--- src/trbg_pkg.sv ---
// constants, bus carriers and the decode helper of the random byte generator
// assumes a 32-bit classic wishbone fabric with byte addressing
package trbg_pkg;
  // ==========================================================
  // register byte offsets
  localparam int ADR_W = 12;
  localparam logic [ADR_W-1:0] OFS_START = 12'h000;
  localparam logic [ADR_W-1:0] OFS_STOP = 12'h004;
  localparam logic [ADR_W-1:0] OFS_EVENT = 12'h100;
  localparam logic [ADR_W-1:0] OFS_SHORT = 12'h200;
  localparam logic [ADR_W-1:0] OFS_IRQSET = 12'h304;
  localparam logic [ADR_W-1:0] OFS_IRQCLR = 12'h308;
  localparam logic [ADR_W-1:0] OFS_CONFIG = 12'h504;
  localparam logic [ADR_W-1:0] OFS_READOUT = 12'h508;
  // ==========================================================
  // field positions and reset values
  localparam int FLD_TRIGGER = 0;
  localparam int FLD_EVENT = 0;
  localparam int FLD_SHORT = 0;
  localparam int FLD_IRQEN = 0;
  localparam int FLD_DEBIAS = 0;
  localparam int BYTE_W = 8;
  localparam logic RST_EVENT = 1'b0;
  localparam logic RST_SHORT = 1'b0;
  localparam logic RST_IRQEN = 1'b0;
  localparam logic RST_DEBIAS = 1'b0;
  localparam logic [BYTE_W-1:0] RST_READOUT = 8'h00;
  // ==========================================================
  // types
  typedef enum logic [1:0] {
    ST_IDLE = 2'b00,
    ST_RUN = 2'b01
  } trbg_state_t;
  typedef struct packed {
    logic cyc;
    logic stb;
    logic we;
    logic [ADR_W-1:0] adr;
    logic [3:0] sel;
    logic [31:0] dat;
  } trbg_wbreq_t;
  typedef struct packed {
    logic ack;
    logic [31:0] dat;
  } trbg_wbrsp_t;
  // ==========================================================
  // word decode, low two address bits ignored
  function automatic logic trbgHit(input logic [ADR_W-1:0] adr, input logic [ADR_W-1:0] ofs);
    trbgHit = (adr[ADR_W-1:2] == ofs[ADR_W-1:2]);
  endfunction
endpackage

--- src/trbg_collect.sv ---
// shift collector that gathers processed bits into whole bytes
// assumes bitValid is a one-cycle strobe, cleared with run low
`timescale 1ns/10ps
module trbg_collect import trbg_pkg::*; #(
  parameter int WIDTH = BYTE_W
) (
  input wire logic clock,
  input wire logic reset,
  input wire logic run,
  input wire logic bitValid,
  input wire logic bitValue,
  output logic byteValid,
  output logic [WIDTH-1:0] byteOut
);
  localparam int CNT_W = $clog2(WIDTH);
  localparam logic [CNT_W-1:0] LAST = CNT_W'(WIDTH - 1);
  logic [WIDTH-1:0] shift_q;
  logic [CNT_W-1:0] count_q;
  if (WIDTH < 2) begin : g_check
    $error("collector needs at least two bits");
  end
  // ==========================================================
  // partial bytes are thrown away when generation halts
  always_ff @(posedge clock) begin
    if (reset || !run) begin
      shift_q <= '0;
      count_q <= '0;
      byteValid <= 1'b0;
      byteOut <= '0;
    end else begin
      byteValid <= 1'b0;
      if (bitValid) begin
        shift_q <= {shift_q[WIDTH-2:0], bitValue};
        if (count_q == LAST) begin
          count_q <= '0;
          byteValid <= 1'b1;
          byteOut <= {shift_q[WIDTH-2:0], bitValue};
        end else begin
          count_q <= count_q + 1'b1;
        end
      end
    end
  end
  a_byte_at_last: assert property (@(posedge clock) disable iff (reset)
    run && bitValid && (count_q == LAST) |=> byteValid || !run)
    else $error("byte not completed at last bit");
endmodule // trbg_collect

--- src/trbg_debias.sv ---
// pairwise bias remover for the raw noise stream
// assumes sampleValid marks each fresh raw noise bit, synchronous to clock
`timescale 1ns/10ps
module trbg_debias import trbg_pkg::*; (
  input wire logic clock,
  input wire logic reset,
  input wire logic run,
  input wire logic enable,
  input wire logic sampleValid,
  input wire logic rawBit,
  output logic bitValid,
  output logic bitValue
);
  logic first_q;
  logic haveFirst_q;
  // ==========================================================
  // pair filter: 10 gives 1, 01 gives 0, equal pairs dropped
  always_ff @(posedge clock) begin
    if (reset || !run) begin
      first_q <= 1'b0;
      haveFirst_q <= 1'b0;
      bitValid <= 1'b0;
      bitValue <= 1'b0;
    end else begin
      bitValid <= 1'b0;
      if (sampleValid) begin
        if (!enable) begin
          bitValid <= 1'b1;
          bitValue <= rawBit;
        end else if (!haveFirst_q) begin
          first_q <= rawBit;
          haveFirst_q <= 1'b1;
        end else begin
          haveFirst_q <= 1'b0;
          if (first_q != rawBit) begin
            bitValid <= 1'b1;
            bitValue <= first_q;
          end
        end
      end
    end
  end
  a_pair_equal_drop: assert property (@(posedge clock) disable iff (reset)
    run && enable && sampleValid && haveFirst_q && (first_q == rawBit) ##1 run |-> !bitValid)
    else $error("equal pair produced a bit");
endmodule // trbg_debias

--- src/trbg_top.sv ---
// random byte generator: task control, byte readout, event and interrupt
// assumes a classic wishbone master and a raw noise bit stream input
//
// Overview of operation
// - start task begins generation, stop task ends it.
// - running generator produces bytes continuously, each loaded into readout.
// - one value-ready event per byte placed in readout.
// - with correction on, raw bits are debiased pairwise before use.
// - processed bits shift into an eight-bit collector, then readout.
// - a config bit turns bias correction on or off.
// - byte interval varies with the noise, more with correction on.
// - no seed is loaded; output depends only on the noise.
// - shortcut bit set makes each value-ready event trigger stop; resets 0.
// - interrupt enable set and clear by writing one; reads show state.
`timescale 1ns/10ps
module trbg_top import trbg_pkg::*; (
  input wire logic clock,
  input wire logic reset,
  input wire trbg_wbreq_t wbReq,
  output trbg_wbrsp_t wbRsp,
  input wire logic noiseValid,
  input wire logic noiseBit,
  output logic irq
);
  // ==========================================================
  // declarations
  trbg_state_t state_q;
  trbg_state_t state_d;
  trbg_wbrsp_t wbRsp_q;
  logic event_q;
  logic shortcut_q;
  logic irqEn_q;
  logic debias_q;
  logic irq_q;
  logic [BYTE_W-1:0] readout_q;
  logic running;
  logic reqLive;
  logic wrStrobe;
  logic wrLane0;
  logic startHit;
  logic stopHit;
  logic shortStop;
  logic procValid;
  logic procBit;
  logic byteValid;
  logic [BYTE_W-1:0] collByte;
  logic [31:0] rdData;

  assign running = (state_q == ST_RUN);

  // ==========================================================
  // bus strobes
  // writes act on the edge where ack is seen high, as the master expects
  assign reqLive = wbReq.cyc && wbReq.stb;
  assign wrStrobe = reqLive && wbReq.we && wbRsp_q.ack;
  assign wrLane0 = wrStrobe && wbReq.sel[0];

  assign startHit = wrLane0 && trbgHit(wbReq.adr, OFS_START) &&
    wbReq.dat[FLD_TRIGGER];
  assign stopHit = wrLane0 && trbgHit(wbReq.adr, OFS_STOP) &&
    wbReq.dat[FLD_TRIGGER];
  assign shortStop = byteValid && shortcut_q;

  // ==========================================================
  // noise path
  // no seed state anywhere: output depends on the noise alone
  trbg_debias u_debias (
    .clock(clock),
    .reset(reset),
    .run(running),
    .enable(debias_q),
    .sampleValid(noiseValid),
    .rawBit(noiseBit),
    .bitValid(procValid),
    .bitValue(procBit)
  );

  // interval per byte follows the noise and the pair drop rate
  trbg_collect #(
    .WIDTH(BYTE_W)
  ) u_collect (
    .clock(clock),
    .reset(reset),
    .run(running),
    .bitValid(procValid),
    .bitValue(procBit),
    .byteValid(byteValid),
    .byteOut(collByte)
  );

  // ==========================================================
  // run control
  // stop beats start when both land in one cycle
  // a shortcut stop from a late byte beats a start too
  always_comb begin
    state_d = state_q;
    case (state_q)
      ST_IDLE: begin
        if (startHit && !stopHit && !shortStop) begin
          state_d = ST_RUN;
        end
      end
      ST_RUN: begin
        if (stopHit || shortStop) begin
          state_d = ST_IDLE;
        end
      end
      default: begin
        state_d = ST_IDLE;
      end
    endcase
  end

  always_ff @(posedge clock) begin
    if (reset) begin
      state_q <= ST_IDLE;
    end else begin
      state_q <= state_d;
    end
  end

  // ==========================================================
  // readout
  // no hold-off: an unread byte is simply replaced
  always_ff @(posedge clock) begin
    if (reset) begin
      readout_q <= RST_READOUT;
    end else if (byteValid) begin
      readout_q <= collByte;
    end
  end

  // ==========================================================
  // value-ready event, write one clears, new byte wins
  always_ff @(posedge clock) begin
    if (reset) begin
      event_q <= RST_EVENT;
    end else if (byteValid) begin
      event_q <= 1'b1;
    end else if (wrLane0 && trbgHit(wbReq.adr, OFS_EVENT) && wbReq.dat[FLD_EVENT]) begin
      event_q <= 1'b0;
    end
  end

  // ==========================================================
  // shortcut and config
  always_ff @(posedge clock) begin
    if (reset) begin
      shortcut_q <= RST_SHORT;
    end else if (wrLane0 && trbgHit(wbReq.adr, OFS_SHORT)) begin
      shortcut_q <= wbReq.dat[FLD_SHORT];
    end
  end

  always_ff @(posedge clock) begin
    if (reset) begin
      debias_q <= RST_DEBIAS;
    end else if (wrLane0 && trbgHit(wbReq.adr, OFS_CONFIG)) begin
      debias_q <= wbReq.dat[FLD_DEBIAS];
    end
  end

  // ==========================================================
  // interrupt enable and output
  // writing zero to either port leaves the enable alone
  always_ff @(posedge clock) begin
    if (reset) begin
      irqEn_q <= RST_IRQEN;
    end else if (wrLane0 && trbgHit(wbReq.adr, OFS_IRQSET) && wbReq.dat[FLD_IRQEN]) begin
      irqEn_q <= 1'b1;
    end else if (wrLane0 && trbgHit(wbReq.adr, OFS_IRQCLR) && wbReq.dat[FLD_IRQEN]) begin
      irqEn_q <= 1'b0;
    end
  end

  // one cycle behind the event, traded for a flop-driven pin
  always_ff @(posedge clock) begin
    if (reset) begin
      irq_q <= 1'b0;
    end else begin
      irq_q <= event_q && irqEn_q;
    end
  end

  assign irq = irq_q;

  // ==========================================================
  // read mux, tasks and holes read zero
  always_comb begin
    rdData = 32'h0000_0000;
    if (trbgHit(wbReq.adr, OFS_EVENT)) begin
      rdData[FLD_EVENT] = event_q;
    end else if (trbgHit(wbReq.adr, OFS_SHORT)) begin
      rdData[FLD_SHORT] = shortcut_q;
    end else if (trbgHit(wbReq.adr, OFS_IRQSET) || trbgHit(wbReq.adr, OFS_IRQCLR)) begin
      rdData[FLD_IRQEN] = irqEn_q;
    end else if (trbgHit(wbReq.adr, OFS_CONFIG)) begin
      rdData[FLD_DEBIAS] = debias_q;
    end else if (trbgHit(wbReq.adr, OFS_READOUT)) begin
      rdData[BYTE_W-1:0] = readout_q;
    end
  end

  // ==========================================================
  // bus answer: ack one cycle after the request, dropped next cycle
  always_ff @(posedge clock) begin
    if (reset) begin
      wbRsp_q <= '0;
    end else begin
      wbRsp_q.ack <= reqLive && !wbRsp_q.ack;
      if (reqLive && !wbRsp_q.ack && !wbReq.we) begin
        wbRsp_q.dat <= rdData;
      end
    end
  end

  assign wbRsp = wbRsp_q;

  // ==========================================================
  // checks
  a_start_runs: assert property (@(posedge clock) disable iff (reset)
    (state_q == ST_IDLE) && startHit && !stopHit && !shortStop |=> (state_q == ST_RUN))
    else $error("start task did not start generation");

  a_stop_halts: assert property (@(posedge clock) disable iff (reset)
    stopHit |=> (state_q == ST_IDLE))
    else $error("stop task did not halt generation");

  a_idle_silent: assert property (@(posedge clock) disable iff (reset)
    (state_q == ST_IDLE) [*2] |-> !byteValid && !procValid)
    else $error("production while halted");

  a_byte_loaded: assert property (@(posedge clock) disable iff (reset)
    byteValid |=> (readout_q == $past(collByte)))
    else $error("readout not loaded with new byte");

  a_event_raised: assert property (@(posedge clock) disable iff (reset)
    byteValid |=> event_q ##1 (irq_q == irqEn_q || $past(irqEn_q) != irqEn_q))
    else $error("event missing after new byte");

  a_readout_steady: assert property (@(posedge clock) disable iff (reset)
    !byteValid |=> $stable(readout_q))
    else $error("readout changed without a byte");

  a_shortcut_stop: assert property (@(posedge clock) disable iff (reset)
    byteValid && shortcut_q |=> (state_q == ST_IDLE))
    else $error("shortcut did not stop generation");

  a_irq_follow: assert property (@(posedge clock) disable iff (reset)
    event_q && irqEn_q |=> irq_q)
    else $error("interrupt not raised");

  a_irq_gated: assert property (@(posedge clock) disable iff (reset)
    !irqEn_q |=> !irq_q)
    else $error("interrupt while disabled");

  a_ack_single: assert property (@(posedge clock) disable iff (reset)
    wbRsp_q.ack |=> !wbRsp_q.ack)
    else $error("ack held two cycles");

  a_upper_zero: assert property (@(posedge clock) disable iff (reset)
    wbRsp_q.ack && !wbReq.we && trbgHit(wbReq.adr, OFS_READOUT) |->
    (wbRsp_q.dat[31:BYTE_W] == '0))
    else $error("readout upper bits not zero");

  // ==========================================================
  // run and event checks
  a_idle_holds: assert property (@(posedge clock) disable iff (reset)
    (state_q == ST_IDLE) && !startHit |=> (state_q == ST_IDLE))
    else $error("generation started without a start task");

  a_byte_needs_run: assert property (@(posedge clock) disable iff (reset)
    byteValid |-> ($past(state_q) == ST_RUN))
    else $error("byte completed while halted");

  a_run_holds: assert property (@(posedge clock) disable iff (reset)
    (state_q == ST_RUN) && !stopHit && !shortStop |=> (state_q == ST_RUN))
    else $error("generation halted without a stop");

  a_event_cleared: assert property (@(posedge clock) disable iff (reset)
    event_q && !byteValid && wrLane0 && trbgHit(wbReq.adr, OFS_EVENT) &&
    wbReq.dat[FLD_EVENT] |=> !event_q)
    else $error("event not cleared by write one");

  a_event_sticky: assert property (@(posedge clock) disable iff (reset)
    event_q && !(wrLane0 && trbgHit(wbReq.adr, OFS_EVENT)) |=> event_q)
    else $error("event dropped without a clear");

  a_event_needs_byte: assert property (@(posedge clock) disable iff (reset)
    !event_q && !byteValid |=> !event_q)
    else $error("event raised without a byte");

  a_short_write: assert property (@(posedge clock) disable iff (reset)
    wrLane0 && trbgHit(wbReq.adr, OFS_SHORT) |=>
    (shortcut_q == $past(wbReq.dat[FLD_SHORT])))
    else $error("shortcut bit not written");

  a_short_off_runs: assert property (@(posedge clock) disable iff (reset)
    (state_q == ST_RUN) && byteValid && !shortcut_q && !stopHit |=> (state_q == ST_RUN))
    else $error("byte halted generation with shortcut off");

  // ==========================================================
  // register and bus checks
  a_config_write: assert property (@(posedge clock) disable iff (reset)
    wrLane0 && trbgHit(wbReq.adr, OFS_CONFIG) |=>
    (debias_q == $past(wbReq.dat[FLD_DEBIAS])))
    else $error("correction bit not written");

  a_irqen_set: assert property (@(posedge clock) disable iff (reset)
    wrLane0 && trbgHit(wbReq.adr, OFS_IRQSET) && wbReq.dat[FLD_IRQEN] |=> irqEn_q)
    else $error("interrupt enable not set");

  a_irqen_clear: assert property (@(posedge clock) disable iff (reset)
    wrLane0 && trbgHit(wbReq.adr, OFS_IRQCLR) && wbReq.dat[FLD_IRQEN] |=> !irqEn_q)
    else $error("interrupt enable not cleared");

  a_irqen_zero: assert property (@(posedge clock) disable iff (reset)
    wrLane0 && (trbgHit(wbReq.adr, OFS_IRQSET) || trbgHit(wbReq.adr, OFS_IRQCLR)) &&
    !wbReq.dat[FLD_IRQEN] |=> $stable(irqEn_q))
    else $error("writing zero changed interrupt enable");

  a_irq_source: assert property (@(posedge clock) disable iff (reset)
    irq_q |-> $past(event_q) && $past(irqEn_q))
    else $error("interrupt without enabled event");

  a_ack_answer: assert property (@(posedge clock) disable iff (reset)
    reqLive && !wbRsp_q.ack |=> wbRsp_q.ack)
    else $error("request not acknowledged");

  a_read_capture: assert property (@(posedge clock) disable iff (reset)
    reqLive && !wbRsp_q.ack && !wbReq.we |=> (wbRsp_q.dat == $past(rdData)))
    else $error("read data not captured");

  a_readout_value: assert property (@(posedge clock) disable iff (reset)
    wbRsp_q.ack && reqLive && !wbReq.we && trbgHit(wbReq.adr, OFS_READOUT) |->
    (wbRsp_q.dat[BYTE_W-1:0] == $past(readout_q)))
    else $error("readout read returned wrong byte");

  a_task_reads_zero: assert property (@(posedge clock) disable iff (reset)
    wbRsp_q.ack && reqLive && !wbReq.we &&
    (trbgHit(wbReq.adr, OFS_START) || trbgHit(wbReq.adr, OFS_STOP)) |->
    (wbRsp_q.dat == 32'h0000_0000))
    else $error("task register read not zero");

endmodule // trbg_top
--- config.mk ---
export PLATFORM = sky130hd
export DESIGN_NAME = trbg_top
export DESIGN_NICKNAME = d
export VERILOG_FILES = /design/src/trbg_pkg.sv /design/src/trbg_collect.sv /design/src/trbg_debias.sv /design/src/trbg_top.sv
export SDC_FILE = /design/constraint.sdc
export NUM_CORES = 1
export LEC_CHECK = 0
export BUFFER_PORTS_ARGS = -buffer_cell sky130_fd_sc_hd__buf_4
export CAP_MARGIN = 5
export CORE_UTILIZATION = 48
export CTS_BUF_LIST = sky130_fd_sc_hd__clkbuf_8
export DETAILED_ROUTE_END_ITERATION = 8
export GPL_TIMING_DRIVEN = 1
export MAX_ROUTING_LAYER = met4
export PLACE_DENSITY = 0.81
export SLEW_MARGIN = 20
export SYNTH_ARGS = -nofsm -noshare
export SYNTH_HDL_FRONTEND = slang
export SYNTH_SLANG_ARGS = --single-unit
--- constraint.sdc ---
create_clock -name clock -period 1.72 [get_ports clock]
set_input_delay 0 -clock clock [delete_from_list [all_inputs] [get_ports clock]]
set_output_delay 0 -clock clock [all_outputs]
set_load 0.005 [all_outputs]
==> impl_metrics.json <==
{
  "clk_pin_slew_worst_paths_ps": 90,
  "layout.cells.non_filler": 324,
  "hold-worst-slack_ps": 12.7,
  "synthesis.area_mm2": 0.00208,
  "postSynth.asyncResetShare_pct": 0,
  "total_of_fill_cells_in_the_finished_design": 364,
  "timing.fmax_ghz": 0.652,
  "synth_enable_flop_cells": 0,
  "final-seq-area_um2": 921,
  "cts.root.buffer_cell": "clkbuf_8",
  "routabilityCongestion": 0.824,
  "insertion_delay_ps": 300,
  "setup_viol": 0,
  "drv_slew": 0,
  "standard_cell_row_count": 23,
  "power.ir.vdd_worst_mv": 0.450,
  "syn_avg_cell_area_um2": 8.88,
  "synth.yosys.seq_area_share_pct": 44.3,
  "detailedRoute.firstPassIterationCount": 4,
  "first_global_vias": 1414,
  "worstSetupEndpointType": "flop",
  "multi_input_comb_area_mm2": 0.00102,
  "fin_crit_ps": 1530,
  "yosys_most_used_dff": "dfxtp_1",
  "timing.max_cap.violations": 0,
  "timing.critical_path.required_ps": 1950,
  "drtAntennaViolNets": 0,
  "synth_top_cells_by_area": "dfxtp_1, mux2i_1, buf_4",
  "setup.worst_path.start_class": "flop",
  "rsz0062_at_grt": "no",
  "dpl.hpwl_mm": 2.77,
  "start_util_pct": 50.9,
  "timing.setup.critical_path_class": "flop to flop",
  "synth.distinct_cells": 42,
  "routed_wirelength_mm": 3.80,
  "die_h_um": 67.8,
  "max-clock-path-buffers": 2,
  "number_of_top_level_pins": 89,
  "synth-seq-cells": 46,
  "grt_max_degree": 23,
  "power_leakage_nw": 0.913,
  "antenna_cells": 0,
  "drive_above_1_share_pct": 17.9,
  "netlist_instances": 234,
  "place.detailed.instances": 311,
  "dieWidth_um": 67.8,
  "crit_arrival_ps": 1770,
  "layout.cell_area.non_filler_mm2": 0.00245,
  "cellPowerDensity_mw_per_mm2": 806,
  "area_delta_synth_final_pct": 17.9,
  "cts_tree": "yes",
  "tritoncts.num_buffers": 5,
  "tightest_slew_ps": 576,
  "final-hold-violation-count": 0,
  "critical_path_peak_fanout": 5,
  "grt_pass1_wl_mm": 6.11,
  "outcome": "completed",
  "clock_tree.htree_level_count": 2,
  "drt_drc_violations_left": 0,
  "post_drt_via_cell_ratio": 5.09,
  "synth.largest_area_cell": "dfxtp_1",
  "grt_util_all_layers_pct": 18.5,
  "hold_path_class": "input port to flop",
  "pre_cts_slack_ps": 53.5,
  "post-route-worst-setup-slack_ps": 186,
  "setup_tns_final_ps": 0,
  "final.period_utilization_pct": 89.2,
  "die_area_mm2": 0.00460,
  "vias": 1649,
  "globalRoute.totalOverflow": 0,
  "synth_most_common_cell": "dfxtp_1",
  "routedWlPerCell_um": 11.7,
  "core_region_area_mm2": 0.00409,
  "fin_nets": 330,
  "slew-limit-headroom_pct": 61.6,
  "placed_cell_area_mm2": 0.00229,
  "synth_top_area_share_pct": 44.3,
  "place.port_buffers": 28,
  "synthesis.yosys.warnings": 0,
  "grt_antenna_before_repair": 0,
  "clock-skew-final_ps": 7.29,
  "post_synth_most_frequent_cells": "dfxtp_1, nand2_1, buf_4",
  "initialDrtViolationCount": 94,
  "cts_setup_buffers": 0,
  "cts.sink_count": 46
}
[power breakdown]
part	switching, mW	leakage, nW	total [mW]	internal (mW)
logic	0.0605	0.493	0.113	0.0528
clock network	0.365	0.0504	0.797	0.432
registers	0.00119	0.370	1.07	1.06
[logic make-up after synthesis]
kind of cell | share of synthesized area [%]
XOR/XNOR | 1.26
buffers and inverters | 10.8
flip-flops | 44.3
AND/OR/NAND/NOR | 22.6
adder cells (fa/ha/maj) | 1.20
multiplexers | 10.1
other | 0.180
AO/OA/AOI/OAI | 9.45
[layout make-up]
cell class,count,area share [%]
flip-flops and latches,46,37.6
inverters,4,0.613
multi-input cells,175,41.6
repair buffers,41,13.1
clock buffers,5,2.81
well taps,50,2.55
clock inverters,3,1.84
[final timing paths]
check	startpoint	endpoint	slack, ps	cells after the start
max	wbRsp[32]	shortcut_q	190	4
min	wbReq[41]	wbRsp[0]	10	3
max reg2reg	wbRsp[32]	shortcut_q	190	4
min reg2reg	u_collect.byteOut[2]	u_collect.byteOut[2]	450	2
[registers in the layout (all words and copies together), names as in the netlist]
signal                flops
u_collect.shift_q         7
u_collect.byteOut         8
u_debias.first_q          1
shortcut_q                1
u_debias.bitValid         1
irqEn_q                   1
irq                       1
state_q                   1
debias_q                  1
u_collect.byteValid       1
u_debias.haveFirst_q      1
readout_q                 8
event_q                   1
u_collect.count_q         3
u_debias.bitValue         1
wbRsp                     9
[metrics by stage]
step	total power, mW	util (%)
floorplan	1.18	-
global placement	1.19	56.0
detailed placement	1.19	56.0
CTS	2.01	60.0
global route	2.06	60.0
finish	1.98	60.0
[metal layers]
| layer | share of wire, % | vias up | track usage [%] |
|---|---|---|---|
| met5 | 0 | - | - |
| met2 | 48 | 51 | 30.0 |
| met1 | 45 | 756 | 20.8 |
| li1 | - | 835 | - |
| met4 | 1.5 | 0 | 9.11 |
| met3 | 5.6 | 7 | 5.24 |
[critical path: stages, from the launching register on]
cell     delay, ps
dfxtp_1        410
nand4_1        150
or4_4          480
nor4b_4        240
mux2i_1        200
[repair_timing]
action,CTS,global route
resized for setup,0,0
hold endpoints to repair,5,0
setup endpoints to repair,0,0
hold buffers,5,0
[cell usage in the layout (no fill, tap or decap), types with 3 or more instances in the layout]
cell type / instances
dfxtp_1: 46
nand2_1: 36
buf_4: 36
conb_1: 24
nor2_1: 23
mux2i_1: 21
a21oi_1: 17
nand3_1: 8
clkbuf_8: 5
dlygate4sd3_1: 5
inv_1: 4
nor3_1: 4
nand3b_1: 3
nor4_1: 3
o21ai_0: 3
Power figures use the tool's default switching activity.
